**config.mk**
```make
export PLATFORM = sky130hd
export DESIGN_NAME = ppc_top
export DESIGN_NICKNAME = d
export VERILOG_FILES = /design/src/ppc_pkg.sv /design/src/ppc_sig_if.sv /design/src/ppc_sig_acc.sv /design/src/ppc_top.sv
export SDC_FILE = /design/constraint.sdc
export NUM_CORES = 1
export LEC_CHECK = 0
export BUFFER_PORTS_ARGS = -buffer_cell sky130_fd_sc_hd__buf_2
export CORE_AREA = 2 2 178 110
export DETAILED_ROUTE_END_ITERATION = 10
export DIE_AREA = 0 0 180 112
export GPL_TIMING_DRIVEN = 0
export PLACE_DENSITY = 0.71
export SETUP_SLACK_MARGIN = 0.3
export SYNTH_ARGS = -nofsm -noshare
export SYNTH_HDL_FRONTEND = slang
export SYNTH_SLANG_ARGS = --single-unit
export TNS_END_PERCENT = 10
```
**constraint.sdc**
```tcl
create_clock -name clk_in -period 2.24 [get_ports clk_in]
set_input_delay 0.224 -clock clk_in [delete_from_list [all_inputs] [get_ports clk_in]]
set_output_delay 0.224 -clock clk_in [all_outputs]
set_load 0.01 [all_outputs]
```
**src/ppc_pkg.sv**
```systemverilog
// ppc_pkg: constants and types for the pan, composite and signature block
// assumes: imported whole by every design module of the block; the ppc_sig_if interface does not import it
package ppc_pkg;
    // pixel path latency through the colour tables, in video clocks
    localparam int          LUT_LAT    = 2;
    // largest programmable pan delay, in pixels
    localparam int          PAN_MAX    = 7;
    // sync/blank/overlay shift depth: table latency plus the largest pan
    localparam int          SB_DEPTH   = LUT_LAT + PAN_MAX;
    // register word offsets on the local register port
    localparam logic [1:0]  ADDR_PAN   = 2'h0;
    localparam logic [1:0]  ADDR_MERGE = 2'h1;
    localparam logic [1:0]  ADDR_SIG   = 2'h2;
    localparam logic [1:0]  ADDR_STAT  = 2'h3;
    // field positions in the pan register
    localparam int          PAN_OVL_BIT = 3;
    // values after reset
    localparam logic [3:0]  PAN_RST    = 4'h0;
    localparam logic [1:0]  MERGE_RST  = 2'h0;
    // signature register: start value, feedback taps, top bit
    localparam logic [23:0] SIG_INIT   = 24'hffffff;
    localparam logic [23:0] SIG_TAP    = 24'h610000;
    localparam int          SIG_TOP    = 23;
    // compositing modes
    localparam logic [1:0]  MERGE_KEY_SEL  = 2'h0;
    localparam logic [1:0]  MERGE_KEY_ONLY = 2'h1;
    localparam logic [1:0]  MERGE_SEL_ONLY = 2'h2;
    localparam logic [1:0]  MERGE_PSEUDO   = 2'h3;
    // configuration age at which checks treat settings as settled
    localparam logic [3:0]  CFG_SETTLED = 4'ha;
    // signature read pointer
    typedef enum logic [1:0] {CH_RED, CH_GREEN, CH_BLUE} ppc_chan_t;
endpackage

```
**src/ppc_sig_if.sv**
```systemverilog
// ppc_sig_if: one colour channel's byte feed into its signature accumulator
// assumes: src end in the top module, sink end in ppc_sig_acc, same clock
`timescale 1ns/10ps
interface ppc_sig_if;
    logic        clear;  // restart the frame signature
    logic        take;   // data holds a visible byte this cycle
    logic [7:0]  data;   // channel byte as sent to the converter
    logic [23:0] sum;    // running signature
    modport src  (output clear, output take, output data, input sum);
    modport sink (input clear, input take, input data, output sum);
endinterface

```
**src/ppc_sig_acc.sv**
```systemverilog
// ppc_sig_acc: 24-bit feedback signature over pairs of visible bytes
// assumes: one instance per colour channel, fed through ppc_sig_if
`timescale 1ns/10ps
module ppc_sig_acc
    import ppc_pkg::*;
(
    input  wire logic clk_in,
    input  wire logic rst_in,
    ppc_sig_if.sink   sig
);
    logic [7:0]  low_byte;  // earlier byte of the current pair
    logic        have_low;  // a pair is half collected
    logic [23:0] sum;       // signature state
    logic [23:0] next_sum;  // state after one step
    logic [23:0] mixed;     // state with the pair folded in
    logic [23:0] fed;       // mixed with taps applied

    // one step: fold in the word, then shift with feedback on a clear top bit
    always_comb begin
        mixed = sum ^ {8'h00, sig.data, low_byte};
        fed   = mixed ^ SIG_TAP;
        if (mixed[SIG_TOP] == 1'b0) begin
            next_sum = {fed[22:0], 1'b1};
        end else begin
            next_sum = {mixed[22:0], 1'b0};
        end
    end

    // pair collection and update; a frame restart drops any half pair
    always_ff @(posedge clk_in) begin
        if (rst_in || sig.clear) begin
            sum      <= SIG_INIT;
            have_low <= 1'b0;
            low_byte <= 8'h00;
        end else if (sig.take) begin
            if (!have_low) begin
                low_byte <= sig.data;
                have_low <= 1'b1;
            end else begin
                sum      <= next_sum;
                have_low <= 1'b0;
            end
        end
    end

    assign sig.sum = sum;

    sig_clear_a: assert property (@(posedge clk_in) disable iff (rst_in)
        sig.clear |=> sum == SIG_INIT)
        else $error("signature not restarted after frame start");
    blank_hold_a: assert property (@(posedge clk_in) disable iff (rst_in)
        (!sig.take && !sig.clear) |=> $stable(sum))
        else $error("signature moved without a visible byte");
    pair_first_a: assert property (@(posedge clk_in) disable iff (rst_in)
        (sig.take && !sig.clear && !have_low) |=> $stable(sum) && have_low)
        else $error("signature stepped on the first byte of a pair");
    pair_cover_c: cover property (@(posedge clk_in) disable iff (rst_in)
        sig.take && have_low && !sig.clear);
endmodule

```
**src/ppc_top.sv**
```systemverilog
// ppc_top: output-stage pan delay, pseudo/true compositing, frame signatures
// assumes: pixel-port fields arrive retimed on clk_in by the multiplexer;
// the colour tables outside return translated colours LUT_LAT clocks later;
// vsync_n_in is an asynchronous pin.
//
// Function
// - sync, blank, overlay delayed zero to seven pixels
// - zero delay matches colour table latency exactly
// - each delay count adds exactly one pixel
// - bit three chooses overlay pan or follow
// - mode 00: select low true, zero pseudo true
// - mode 01: pseudo zero shows true, else pseudo
// - mode 10: select pin alone picks the source
// - mode 11: always pseudo colour
// - three 24-bit signatures restart on vsync rise
// - blanked pixels leave signatures unchanged
// - signatures read red, then green, then blue
// - earlier byte low, later byte high
// - ones start, xor word, tapped shift left
//
// Decided for this implementation: the strobed register port and the register offsets.
`timescale 1ns/10ps
module ppc_top
    import ppc_pkg::*;
(
    input  wire logic        clk_in,
    input  wire logic        rst_in,
    input  wire logic [7:0]  pseudo_idx_in,
    input  wire logic        per_pixel_source_pin_in,
    input  wire logic        sync_in,
    input  wire logic        blank_in,
    input  wire logic [1:0]  ovl_in,
    input  wire logic [23:0] pseudo_rgb_in,
    input  wire logic [23:0] true_rgb_in,
    input  wire logic        vsync_n_in,
    input  wire logic [1:0]  reg_addr_in,
    input  wire logic [23:0] reg_wdata_in,
    input  wire logic        reg_wr_in,
    input  wire logic        reg_rd_in,
    output logic      [23:0] rgb_out,
    output logic             sync_out,
    output logic             blank_out,
    output logic      [1:0]  ovl_out,
    output logic      [23:0] reg_rdata_out
);
    // control registers
    logic [3:0]  pan_delay_ctrl;   // bit 3 overlay pan, bits 2:0 delay
    logic [1:0]  layer_merge_ctrl; // compositing mode
    ppc_chan_t   rd_chan;          // next signature channel to read
    ppc_chan_t   next_rd_chan;     // pointer after a signature read

    // delay lines, index 0 is one clock old
    logic [SB_DEPTH-1:0] sync_pipe;   // composite sync history
    logic [SB_DEPTH-1:0] blank_pipe;  // blank history
    logic [1:0]          ovl_pipe [SB_DEPTH]; // overlay history
    logic [7:0]          idx_pipe [LUT_LAT];  // pseudo index, table aligned
    logic [LUT_LAT-1:0]  sel_pipe;    // source pin, table aligned

    // taps and composite choice
    logic [3:0]  sb_tap;       // tap for sync and blank
    logic [3:0]  ovl_tap;      // tap for overlays
    logic        use_pseudo;   // composite picks the pseudo image
    logic [23:0] next_rgb;     // composited pixel

    // vsync pin synchroniser and edge detect
    logic        vs_meta;      // first stage, read only by vs_sync
    logic        vs_sync;      // second stage
    logic        vs_prev;      // last synchronised level
    logic        frame_start;  // rising edge of the vsync pin

    // signature feed
    logic [23:0] sig_sum [3];  // per channel signatures, red first
    logic [23:0] next_rdata;   // read mux

    // settle counter used only by the checks below
    logic [3:0]  cfg_age;

    // register writes steer the pan and composite logic
    // writes to the signature and status words are dropped
    always_ff @(posedge clk_in) begin
        if (rst_in) begin
            pan_delay_ctrl   <= PAN_RST;
            layer_merge_ctrl <= MERGE_RST;
        end else if (reg_wr_in) begin
            if (reg_addr_in == ADDR_PAN) begin
                pan_delay_ctrl <= reg_wdata_in[3:0];
            end else if (reg_addr_in == ADDR_MERGE) begin
                layer_merge_ctrl <= reg_wdata_in[1:0];
            end
        end
    end

    // signature read pointer walks red, green, blue and wraps
    // a fourth read starts over at red
    always_comb begin
        case (rd_chan)
            CH_RED:   next_rd_chan = CH_GREEN;
            CH_GREEN: next_rd_chan = CH_BLUE;
            default:  next_rd_chan = CH_RED;
        endcase
    end

    // the pointer restarts with each frame so reads always open with red
    always_ff @(posedge clk_in) begin
        if (rst_in || frame_start) begin
            rd_chan <= CH_RED;
        end else if (reg_rd_in && reg_addr_in == ADDR_SIG) begin
            rd_chan <= next_rd_chan;
        end
    end

    // read data mux; unmapped bits read as zero
    // reads never wait; a signature read advances the pointer
    always_comb begin
        if (reg_addr_in == ADDR_PAN) begin
            next_rdata = {20'h00000, pan_delay_ctrl};
        end else if (reg_addr_in == ADDR_MERGE) begin
            next_rdata = {22'h000000, layer_merge_ctrl};
        end else if (reg_addr_in == ADDR_SIG) begin
            case (rd_chan)
                CH_RED:   next_rdata = sig_sum[0];
                CH_GREEN: next_rdata = sig_sum[1];
                default:  next_rdata = sig_sum[2];
            endcase
        end else begin
            next_rdata = {22'h000000, rd_chan};
        end
    end

    // read data stand only in the cycle after the strobe
    // zero between reads keeps stale signatures off the port
    always_ff @(posedge clk_in) begin
        if (rst_in || !reg_rd_in) begin
            reg_rdata_out <= 24'h000000;
        end else begin
            reg_rdata_out <= next_rdata;
        end
    end

    // sync and blank history; long enough for the largest pan
    always_ff @(posedge clk_in) begin
        if (rst_in) begin
            sync_pipe  <= '0;
            blank_pipe <= '1; // start blanked so nothing counts
        end else begin
            sync_pipe  <= {sync_pipe[SB_DEPTH-2:0], sync_in};
            blank_pipe <= {blank_pipe[SB_DEPTH-2:0], blank_in};
        end
    end

    // overlay history, one stage per entry
    for (genvar k = 0; k < SB_DEPTH; k++) begin : g_ovl
        always_ff @(posedge clk_in) begin
            if (rst_in) begin
                ovl_pipe[k] <= 2'h0;
            end else if (k == 0) begin
                ovl_pipe[k] <= ovl_in;
            end else begin
                // clamped index keeps the unused entry-0 branch in range
                ovl_pipe[k] <= ovl_pipe[(k == 0) ? 0 : k - 1];
            end
        end
    end

    // pseudo index and source pin held until the translated colours return
    for (genvar k = 0; k < LUT_LAT; k++) begin : g_idx
        always_ff @(posedge clk_in) begin
            if (rst_in) begin
                idx_pipe[k] <= 8'h00;
                sel_pipe[k] <= 1'b0;
            end else if (k == 0) begin
                idx_pipe[k] <= pseudo_idx_in;
                sel_pipe[k] <= per_pixel_source_pin_in;
            end else begin
                // clamped index keeps the unused entry-0 branch in range
                idx_pipe[k] <= idx_pipe[(k == 0) ? 0 : k - 1];
                sel_pipe[k] <= sel_pipe[(k == 0) ? 0 : k - 1];
            end
        end
    end

    // tap choice: count zero lines up with the table output stage
    // the largest tap is SB_DEPTH-1, so no index runs off the end;
    // overlays that pan keep the table latency only
    always_comb begin
        sb_tap = 4'(LUT_LAT - 1) + {1'b0, pan_delay_ctrl[2:0]};
        if (pan_delay_ctrl[PAN_OVL_BIT]) begin
            ovl_tap = 4'(LUT_LAT - 1);
        end else begin
            ovl_tap = sb_tap;
        end
    end

    // composite source choice per pixel
    // keying uses the raw index, not the translated colour
    always_comb begin
        case (layer_merge_ctrl)
            MERGE_KEY_SEL: begin
                use_pseudo = sel_pipe[LUT_LAT-1] && (idx_pipe[LUT_LAT-1] != 8'h00);
            end
            MERGE_KEY_ONLY: begin
                use_pseudo = (idx_pipe[LUT_LAT-1] != 8'h00);
            end
            MERGE_SEL_ONLY: begin
                use_pseudo = sel_pipe[LUT_LAT-1];
            end
            default: begin
                use_pseudo = 1'b1;
            end
        endcase
        next_rgb = use_pseudo ? pseudo_rgb_in : true_rgb_in;
    end

    // output stage, every output from a flip-flop
    // blank resets high so nothing reads as visible early
    always_ff @(posedge clk_in) begin
        if (rst_in) begin
            rgb_out   <= 24'h000000;
            sync_out  <= 1'b0;
            blank_out <= 1'b1;
            ovl_out   <= 2'h0;
        end else begin
            rgb_out   <= next_rgb;
            sync_out  <= sync_pipe[sb_tap];
            blank_out <= blank_pipe[sb_tap];
            ovl_out   <= ovl_pipe[ovl_tap];
        end
    end

    // vsync pin: two flops before anything looks at it
    always_ff @(posedge clk_in) begin
        if (rst_in) begin
            // idle level of the pin is high: the release of reset
            // must not look like a frame start
            vs_meta <= 1'b1;
            vs_sync <= 1'b1;
            vs_prev <= 1'b1;
        end else begin
            vs_meta <= vsync_n_in;
            vs_sync <= vs_meta;
            vs_prev <= vs_sync;
        end
    end

    // frame restart on the rising pin level; host must read before this
    // a restart wins over a pointer step in the same cycle
    assign frame_start = vs_sync && !vs_prev;

    // one signature per channel; bytes are the converter values, so
    // the pan setting changes which pixels count as visible
    // all three channels share one clear and one take
    for (genvar c = 0; c < 3; c++) begin : g_sig
        ppc_sig_if sig_if ();
        assign sig_if.clear = frame_start;
        assign sig_if.take  = !blank_out;
        assign sig_if.data  = rgb_out[23-8*c -: 8];
        assign sig_sum[c]   = sig_if.sum;
        ppc_sig_acc u_acc (
            .clk_in (clk_in),
            .rst_in (rst_in),
            .sig    (sig_if.sink)
        );
    end

    // age of the last configuration write, saturating
    // CFG_SETTLED covers the longest history a check looks back on
    always_ff @(posedge clk_in) begin
        if (rst_in || reg_wr_in) begin
            cfg_age <= 4'h0;
        end else if (cfg_age != CFG_SETTLED) begin
            cfg_age <= cfg_age + 4'h1;
        end
    end

    // pan checks wait for cfg_age, so a fresh write
    // never meets a half-filled tap history
    pan_zero_a: assert property (@(posedge clk_in) disable iff (rst_in)
        (cfg_age == CFG_SETTLED && pan_delay_ctrl[2:0] == 3'h0)
        |-> blank_out == $past(blank_in, 3) && sync_out == $past(sync_in, 3))
        else $error("zero pan does not match table latency");

    pan_one_a: assert property (@(posedge clk_in) disable iff (rst_in)
        (cfg_age == CFG_SETTLED && pan_delay_ctrl[2:0] == 3'h1)
        |-> blank_out == $past(blank_in, 4))
        else $error("pan of one is not one pixel");

    pan_max_a: assert property (@(posedge clk_in) disable iff (rst_in)
        (cfg_age == CFG_SETTLED && pan_delay_ctrl[2:0] == 3'h7)
        |-> sync_out == $past(sync_in, 10))
        else $error("pan of seven is not seven pixels");

    ovl_pan_a: assert property (@(posedge clk_in) disable iff (rst_in)
        (cfg_age == CFG_SETTLED && pan_delay_ctrl[PAN_OVL_BIT])
        |-> ovl_out == $past(ovl_in, 3))
        else $error("panning overlay not aligned with picture");

    ovl_follow_a: assert property (@(posedge clk_in) disable iff (rst_in)
        (cfg_age == CFG_SETTLED && pan_delay_ctrl == 4'h5)
        |-> ovl_out == $past(ovl_in, 8))
        else $error("overlay not following sync delay");

    // compositing: pin and index three clocks back,
    // colours one clock back
    key_sel_a: assert property (@(posedge clk_in) disable iff (rst_in)
        (cfg_age == CFG_SETTLED && layer_merge_ctrl == MERGE_KEY_SEL)
        |-> rgb_out == (($past(per_pixel_source_pin_in, 3)
                         && $past(pseudo_idx_in, 3) != 8'h00)
                        ? $past(pseudo_rgb_in) : $past(true_rgb_in)))
        else $error("mode 00 picked the wrong source");

    key_only_a: assert property (@(posedge clk_in) disable iff (rst_in)
        (cfg_age == CFG_SETTLED && layer_merge_ctrl == MERGE_KEY_ONLY)
        |-> rgb_out == (($past(pseudo_idx_in, 3) != 8'h00)
                        ? $past(pseudo_rgb_in) : $past(true_rgb_in)))
        else $error("mode 01 picked the wrong source");

    sel_only_a: assert property (@(posedge clk_in) disable iff (rst_in)
        (cfg_age == CFG_SETTLED && layer_merge_ctrl == MERGE_SEL_ONLY)
        |-> rgb_out == ($past(per_pixel_source_pin_in, 3)
                        ? $past(pseudo_rgb_in) : $past(true_rgb_in)))
        else $error("mode 10 picked the wrong source");

    pseudo_only_a: assert property (@(posedge clk_in) disable iff (rst_in)
        (cfg_age == CFG_SETTLED && layer_merge_ctrl == MERGE_PSEUDO)
        |-> rgb_out == $past(pseudo_rgb_in))
        else $error("mode 11 did not show pseudo colour");

    // register read port and frame restart
    read_order_a: assert property (@(posedge clk_in) disable iff (rst_in)
        (reg_rd_in && reg_addr_in == ADDR_SIG && rd_chan == CH_RED && !frame_start)
        |=> rd_chan == CH_GREEN && reg_rdata_out == $past(sig_sum[0]))
        else $error("signature read out of order");

    frame_restart_a: assert property (@(posedge clk_in) disable iff (rst_in)
        frame_start |=> rd_chan == CH_RED && sig_sum[1] == SIG_INIT)
        else $error("frame start did not restart signatures");

    // scenarios the bench is meant to reach
    pan_cover_c: cover property (@(posedge clk_in) disable iff (rst_in)
        cfg_age == CFG_SETTLED && pan_delay_ctrl[2:0] == 3'h7 && $rose(blank_out));
    keyed_cover_c: cover property (@(posedge clk_in) disable iff (rst_in)
        layer_merge_ctrl == MERGE_KEY_SEL && sel_pipe[LUT_LAT-1] && !use_pseudo);
    read_cover_c: cover property (@(posedge clk_in) disable iff (rst_in)
        reg_rd_in && reg_addr_in == ADDR_SIG && rd_chan == CH_BLUE);
    frame_cover_c: cover property (@(posedge clk_in) disable iff (rst_in)
        frame_start ##1 !blank_out [*4]);
endmodule

```
==> qor.json, run 1 <==
{
  "required": {"value": 2.63, "unit": "ns"},
  "worst_clock_skew": {"value": 0.0152, "unit": "ns"},
  "syn_area_per_cell": {"value": 9.48, "unit": "um2"},
  "drt-vias-per-instance": {"value": 5.10},
  "grt_first_pass_wirelength": {"value": 35.1, "unit": "mm"},
  "hold_viol_final": {"value": 0},
  "grt_overflow_total": {"value": 0},
  "hold_path_class": {"value": "primary input to flip-flop"},
  "synth_top_family_by_area": {"value": "simple AND/OR/NAND/NOR gates"},
  "reg2reg_from": {"value": "pan_delay_ctrl[1]"},
  "synthesis.instances": {"value": 868},
  "route.vias.total": {"value": 6823},
  "netlist.area_leader.share": {"value": 0.525},
  "flow.area_growth_from_synthesis": {"value": 27.6, "unit": "%"},
  "fillerInstances": {"value": 1613},
  "drive_gt1_frac": {"value": 0.167},
  "vias_in_the_first_global_route": {"value": 6565},
  "total_grt_usage": {"value": 0.217},
  "critPathArrivalTime": {"value": 2.26, "unit": "ns"},
  "tritoncts": {"value": "yes"},
  "min_to": {"value": "reg_rdata_out[0]"},
  "drt_wl_total": {"value": 21.9, "unit": "mm"},
  "synth_edf_count": {"value": 0},
  "postSynthRegisterBits": {"value": 216},
  "antenna_found_initial": {"value": 0},
  "die_x": {"value": 180, "unit": "um"},
  "final_cells": {"value": 1338},
  "clock-sinks": {"value": 216},
  "drc_errors": {"value": 0},
  "finalCritPeriodShare": {"value": 0.834},
  "postSynth.topFlopCell": {"value": "dfxtp_1"},
  "synth-async-reset-ratio": {"value": 0},
  "cts.root.buffer_cell": {"value": "clkbuf_16"},
  "pwr_density": {"value": 773, "unit": "nW/um2"},
  "htree_num_levels": {"value": 1},
  "total_area_of_multi_input_combinational_cells": {"value": 3640, "unit": "um2"},
  "design.die.area": {"value": 20200, "unit": "um2"},
  "initial_cell_density_of_the_core": {"value": 0.443},
  "insertedDiodeCount": {"value": 0},
  "synth_mux_area_frac": {"value": 0.0857},
  "placed_cell_count": {"value": 1236},
  "post_cts_buffers": {"value": 0},
  "reg2reg_setup_slack": {"value": 0.37, "unit": "ns"},
  "cap_violations": {"value": 0},
  "tightest_slew": {"value": 0.605, "unit": "ns"},
  "fin_tns_setup": {"value": 0, "unit": "ns"},
  "ant_nets": {"value": 0},
  "chipHeight": {"value": 112, "unit": "um"},
  "maxClockFrequency": {"value": 0.535, "unit": "GHz"},
  "mappedNetlistNets": {"value": 961},
  "std_cell_rows": {"value": 39},
  "met3_usage": {"value": 0.0491},
  "cts-buffers-inserted": {"value": 21},
  "post-route-util": {"value": 0.565},
  "crit_path_max_fanout": {"value": 10},
  "max_slew_margin": {"value": 0.597},
  "synth-adder-area-share": {"value": 0.00152},
  "rr_endpoint": {"value": "ovl_out[1]"},
  "routabilityCongestion": {"value": 0.855},
  "drt-pass1-iter-count": {"value": 9},
  "layout.area.seq": {"value": 4330, "unit": "um2"},
  "static-leakage-power": {"value": 4.45, "unit": "nW"},
  "worst_setup_ep_type": {"value": "flip-flop"},
  "timing.reg2reg.worst_path_depth": {"value": 6},
  "grt_use_met2": {"value": 0.306},
  "floorplan.core_area": {"value": 18600, "unit": "um2"},
  "detailedRoute.firstIterationViolations": {"value": 558},
  "peakVddDrop": {"value": 0.000429, "unit": "V"},
  "yosysUniqueCellTypes": {"value": 48},
  "post_synth_and_or_nand_nor_area_fraction": {"value": 0.167},
  "dominant_cell_type_by_area_after_synthesis": {"value": "dfxtp_1"},
  "critical_path.startpoint_type": {"value": "flip-flop"},
  "xor_xnor_portion_of_the_synthesized_cell_area": {"value": 0.0640},
  "syn_area": {"value": 8230, "unit": "um2"},
  "synthTopCellsByArea": {"value": "dfxtp_1 (53%), mux2i_1 (6.9%), xnor2_1 (5.4%)"},
  "hold_depth": {"value": 3},
  "detailed_place_hpwl": {"value": 15.3, "unit": "mm"},
  "grt_busiest_layer": {"value": "met1"},
  "portBuffers": {"value": 122},
  "clock_path_buffers": {"value": 3},
  "path_clk_slew": {"value": 0.06, "unit": "ns"},
  "largest_net_degree_at_the_start_of_global_routing": {"value": 16},
  "slew_violations": {"value": 0},
  "ys_seq_area_frac": {"value": 0.525},
  "yosysWarnings": {"value": 0},
  "holdWs": {"value": 0.126, "unit": "ns"},
  "worstSkewPairLatency": {"value": 0.51, "unit": "ns"},
  "timing.hold.worst.start": {"value": "reg_rd_in"},
  "wire_per_inst": {"value": 16.3, "unit": "um"},
  "rsz_0062_raised_after_global_routing": {"value": "true"},
  "crit_type": {"value": "flip-flop to flip-flop"},
  "use_met1": {"value": 0.339},
  "design.portCount": {"value": 144},
  "status": {"value": "complete, no violations"},
  "final.min_clock_period": {"value": 1.87, "unit": "ns"},
  "compound_cell_area_share_of_the_yosys_netlist": {"value": 0.123},
  "report.final.setup_viol": {"value": 0},
  "num-nets-final": {"value": 1172}
}
-- cells by family after synthesis --
family | after synthesis
flip-flops | 216
AND/OR/NAND/NOR | 302
AO/OA/AOI/OAI | 159
multiplexers | 64
buffers and inverters | 68
XOR/XNOR | 58
adder cells (fa/ha/maj) | 1
-- state kept, by name, summed over array words and instances, names as in the netlist --
signal and count:
pan_delay_ctrl 4, g_sig.u_acc.have_low 3, ovl_out 2, vs_prev 1, sync_out 1, blank_out 1, reg_rdata_out 24, ovl_pipe 18
rd_chan 2, idx_pipe 16, blank_pipe 9, g_sig.u_acc.sig.sum 72, layer_merge_ctrl 2, sync_pipe 9, vs_sync 1, g_sig.u_acc.low_byte 24
sel_pipe 2, rgb_out 24, vs_meta 1
-- metrics by stage --
| stage | setup WS, ns | total power, W | instance area, um2 |
|---|---|---|---|
| 3_3_place_gp | 0.134 | 0.00460 | 9150 |
| 5_1_grt | 0.285 | 0.00840 | 10500 |
| 3_5_place_dp | 0.136 | 0.00461 | 9150 |
| 2_1_floorplan | 0.539 | 0.00438 | 8230 |
| 6_report | 0.371 | 0.00811 | 10500 |
| 4_1_cts | 0.185 | 0.00815 | 10500 |
-- synthesized netlist by cell type (5+ instances only) --
cell      count
mux4_2        5
nand2_1     111
xor2_1        6
nor2_1       89
buf_1         5
o21ai_0      25
dfxtp_1     216
clkbuf_1     51
nand2b_1      5
or2_1        12
nor3_1        7
mux2i_1      57
o211ai_1     57
xnor2_1      51
nand3_1      14
nor2b_1      52
a21oi_1      54
o21ai_1       6
-- report_power, final --
group          leakage, nW  total [W]  internal [W]  switching (W)
registers             1.76    0.00402       0.00394      0.0000834
logic                 2.36   0.000607      0.000300       0.000308
clock network        0.333    0.00349       0.00201        0.00148
total                 4.45    0.00811       0.00624        0.00187
-- per-layer routing --
metal  vias up  wire length (um)
met4         0               261
met3        22              2010
met2       270              8490
met5         -                 0
li1       3359                 -
met1      3172             11100
-- final cells by class --
class / instances / area share
repair buffers: 188 / 0.121
multi-input cells: 584 / 0.346
clock buffers: 29 / 0.0577
plain buffers: 64 / 0.0256
clock inverters: 7 / 0.00667
flip-flops and latches: 216 / 0.412
well taps: 246 / 0.0293
inverters: 4 / 0.00143
-- worst max-delay path by stage --
stage / from / to
2_1_floorplan: pan_delay_ctrl[1] / sync_out
3_3_place_gp: pan_delay_ctrl[1] / sync_out
3_5_place_dp: pan_delay_ctrl[1] / sync_out
4_1_cts: pan_delay_ctrl[1] / ovl_out[1]
5_1_grt: pan_delay_ctrl[1] / ovl_out[1]
6_report: pan_delay_ctrl[1] / ovl_out[1]
-- critical path, cell delays in order (launching register included) --
cell	delay [ns]
dfxtp_2	0.40
ha_2	0.33
clkbuf_4	0.22
nor2b_1	0.16
o31ai_2	0.19
o32ai_1	0.13
a221oi_2	0.32
-- timing repair --
item	4_1_cts	5_1_grt
gates resized for setup	1	6
hold buffers	66	0
hold endpoints to repair	43	0
pin swaps	0	1
setup endpoints to repair	4	5
-- cells in the final DEF (no fill, tap or decap), types with 2 or more instances in the layout --
cell	netlist	layout
nand3_1	14	14
buf_1	5	4
buf_2	4	126
a21oi_1	54	54
xor2_1	6	6
dfxtp_1	216	215
o211ai_1	57	57
dlygate4sd3_1	0	66
nand2b_1	5	5
clkbuf_1	51	53
clkbuf_16	0	21
nor2b_1	52	52
nand3b_1	3	3
clkinv_2	0	3
nor3_1	7	7
mux2i_1	57	57
inv_6	0	2
nor3b_1	2	2
inv_2	2	2
clkbuf_8	0	5
nor2_1	89	89
nand2_1	111	111
o21ai_0	25	25
mux4_2	5	5
a41oi_1	2	2
buf_4	3	3
or3_1	2	2
or2_1	12	12
xnor2_1	51	51
o21ai_1	6	6
inv_1	2	2
a211oi_1	4	4
Note: power is estimated with default switching activity, not from simulation.
==> run 2: changes to the inputs <==
==> constraint.sdc (replaced) <==
create_clock -name clk_in -period 1.75 [get_ports clk_in]
set_input_delay 0.175 -clock clk_in [delete_from_list [all_inputs] [get_ports clk_in]]
set_output_delay 0.175 -clock clk_in [all_outputs]
set_load 0.01 [all_outputs]
==> run 2 against run 1 <==
Sequential share of layout area decreased by 0.91 points. Sequential power increased by 28%. Setup slack got worse by 0.22 ns. Clock power increased by 35%. Hold slack got worse by 0.086 ns. Clock-buffer cell count grew 5. Register-to-register slack worse by 0.22 ns. Combinational power increased by 36%. Final area up 2.4%. Sequential cell count is the same. Total power up 32%. Utilization up 1.4 points. Highest routed layer unchanged.
==> qor.json, run 2 (same netlist as run 1, synthesis figures left out) <==
{
  "status": {"value": "complete, no violations"},
  "num-nets-final": {"value": 1183},
  "fin_tns_setup": {"value": 0, "unit": "ns"},
  "timing.reg2reg.worst_path_depth": {"value": 6},
  "max_slew_margin": {"value": 0.560},
  "required": {"value": 2.15, "unit": "ns"},
  "slew_violations": {"value": 0},
  "critical_path.startpoint_type": {"value": "flip-flop"},
  "critPathLaunch": {"value": "pan_delay_ctrl[0]"},
  "routabilityCongestion": {"value": 0.865},
  "final_cells": {"value": 1350},
  "cpMaxStageDelayCell": {"value": "dfxtp_2"},
  "pwr_density": {"value": 992, "unit": "nW/um2"},
  "total_area_of_multi_input_combinational_cells": {"value": 3690, "unit": "um2"},
  "largest_net_degree_at_the_start_of_global_routing": {"value": 15},
  "die_x": {"value": 180, "unit": "um"},
  "reg2reg_setup_slack": {"value": 0.15, "unit": "ns"},
  "rsz_0062_raised_after_global_routing": {"value": "true"},
  "post_dp_cell_area": {"value": 9190, "unit": "um2"},
  "critPathMaxStageDelay": {"value": 0.34, "unit": "ns"},
  "grt_overflow_total": {"value": 0},
  "cts-buffers-inserted": {"value": 21},
  "cp_top_family": {"value": "compound AO/OA/AOI/OAI gates"},
  "flow.area_growth_from_synthesis": {"value": 30.7, "unit": "%"},
  "maxClockFrequency": {"value": 0.624, "unit": "GHz"},
  "cap_violations": {"value": 0},
  "clock_power_share": {"value": 0.440},
  "ant_nets": {"value": 0},
  "static-leakage-power": {"value": 4.61, "unit": "nW"},
  "mostFrequentLayoutCells": {"value": "dfxtp_1 (211), buf_2 (123), nand2_1 (111), nor2_1 (87), dlygate4sd3_1 (66)"},
  "wire_per_inst": {"value": 16.7, "unit": "um"},
  "int_power": {"value": 0.00826, "unit": "W"},
  "chipHeight": {"value": 112, "unit": "um"},
  "std_cell_rows": {"value": 39},
  "critical_path.cell_chain": {"value": "ha_4 > buf_8 > nor2b_1 > o31ai_1 > o32ai_1 > a221oi_2"},
  "switching_share": {"value": 0.226},
  "vias_in_the_first_global_route": {"value": 6586},
  "path_depth": {"value": 6},
  "placed_cell_count": {"value": 1236},
  "worst_setup_ep_type": {"value": "flip-flop"},
  "crit_path_max_fanout": {"value": 7},
  "fillerInstances": {"value": 1539},
  "total_grt_usage": {"value": 0.222},
  "grt_first_pass_wirelength": {"value": 35.9, "unit": "mm"},
  "report.final.setup_viol": {"value": 0},
  "portBuffers": {"value": 122},
  "hold_path_class": {"value": "primary input to flip-flop"},
  "clock-sinks": {"value": 216},
  "worst_clock_skew": {"value": 0.00810, "unit": "ns"},
  "crit_end": {"value": "ovl_out[1]"},
  "tightest_slew": {"value": 0.660, "unit": "ns"},
  "drt-vias-per-instance": {"value": 5.16},
  "design.portCount": {"value": 144},
  "path_clk_slew": {"value": 0.06, "unit": "ns"},
  "worstSkewPairLatency": {"value": 0.50, "unit": "ns"},
  "largest_register": {"value": "g_sig.u_acc.sig.sum"},
  "final.min_clock_period": {"value": 1.60, "unit": "ns"},
  "layout.cells.most_common": {"value": "dfxtp_1"},
  "insertedDiodeCount": {"value": 0},
  "route.vias.total": {"value": 6967},
  "htree_num_levels": {"value": 1},
  "layout.area.seq": {"value": 4330, "unit": "um2"},
  "antenna_found_initial": {"value": 0},
  "final_cell_area": {"value": 10800, "unit": "um2"},
  "power_frac_comb": {"value": 0.077},
  "p_sw": {"value": 0.00241, "unit": "W"},
  "tritoncts": {"value": "yes"},
  "hold_viol_final": {"value": 0},
  "detailedRoute.firstIterationViolations": {"value": 627},
  "peakVddDrop": {"value": 0.000555, "unit": "V"},
  "worst-path-buf-inv": {"value": 1},
  "drt-pass1-iter-count": {"value": 4},
  "initial_cell_density_of_the_core": {"value": 0.443},
  "critPathArrivalTime": {"value": 2.00, "unit": "ns"},
  "finalCritPeriodShare": {"value": 0.916},
  "drive_gt1_frac": {"value": 0.203},
  "design.die.area": {"value": 20200, "unit": "um2"},
  "clock_path_buffers": {"value": 3},
  "reg2reg_from": {"value": "pan_delay_ctrl[0]"},
  "rr_endpoint": {"value": "ovl_out[1]"},
  "crit_type": {"value": "flip-flop to flip-flop"},
  "detailed_place_hpwl": {"value": 15.3, "unit": "mm"},
  "drc_errors": {"value": 0},
  "power.sequential.fraction": {"value": 0.482},
  "largest_register_ffs": {"value": 72},
  "cts.root.buffer_cell": {"value": "clkbuf_16"},
  "drt_wl_total": {"value": 22.5, "unit": "mm"},
  "floorplan.core_area": {"value": 18600, "unit": "um2"}
}
run 2: cell types whose count changed in the layout (fill, tap and decap cells not counted), sizes merged:
| cell | change |
|---|---|
| buf | +12 |
| bufinv | +1 |
| clkbuf | +4 |
| clkinv | -3 |
| clkinvlp | -1 |
| inv | -1 |
run 2: worst min-delay path by stage:
| stage | slack (ns) | from | depth (start not counted) | end |
|---|---|---|---|---|
| final | 0.04 | reg_rd_in | 3 | reg_rdata_out[1] |
| after global placement | 0.38 | blank_in | 2 | blank_pipe[0] |
| after global routing | 0.07 | reg_rd_in | 3 | reg_rdata_out[1] |
| after CTS | 0.03 | reg_rd_in | 3 | reg_rdata_out[1] |
| after detailed placement | 0.38 | blank_in | 2 | blank_pipe[0] |
| after floorplan | 0.27 | blank_in | 1 | blank_pipe[0] |
run 2: through the flow:
stage / hold slack, ns / total power (W) / util / worst slack (ns)
4_1_cts: 0.0342 / 0.0107 / 0.575 / 0.165
6_report: 0.0403 / 0.0107 / 0.579 / 0.147
2_1_floorplan: 0.272 / 0.00561 / - / 0.271
5_1_grt: 0.0721 / 0.0110 / 0.579 / 0.0837
3_3_place_gp: 0.377 / 0.00589 / 0.494 / -0.160
3_5_place_dp: 0.380 / 0.00590 / 0.494 / -0.167
run 2: power by group through the flow:
stage	combinational [W]	sequential, W	clock, W
finish	0.000823	0.00515	0.00470
global route	0.000896	0.00515	0.00495
CTS	0.000789	0.00514	0.00475
detailed placement	0.000651	0.00525	0
global placement	0.000642	0.00525	0
floorplan	0.000377	0.00524	0
run 2: area by class of cell:
cell class / instances / share of cell area
Buffer: 64 / 0.0316
Clock buffer: 34 / 0.0599
Clock inverter: 3 / 0.00640
Inverter: 4 / 0.00140
Multi-Input combinational cell: 584 / 0.343
Sequential cell: 216 / 0.403
Tap cell: 246 / 0.0286
Timing Repair Buffer: 199 / 0.126
run 2: tightest hold or removal path, cell delays in order:
cell      delay [ns]
buf_2           0.12
nand2b_1        0.13
nor2_1          0.07
run 2: what timing repair did:
item / in CTS / in global routing
buffers inserted: 8 / 3
setup endpoints to repair: 145 / 139
pin swaps: 5 / 2
endpoints found under the hold margin: 44 / 0
gates cloned: 0 / 0
hold buffers: 66 / 0
resized for setup: 32 / 15
run 2: layer usage:
metal,GRT usage,vias up,part of all wire
li1,-,3388,-
met1,0.345,3266,0.50
met2,0.308,284,0.39
met3,0.0533,29,0.099
met4,0.0466,0,0.016
met5,0,-,0
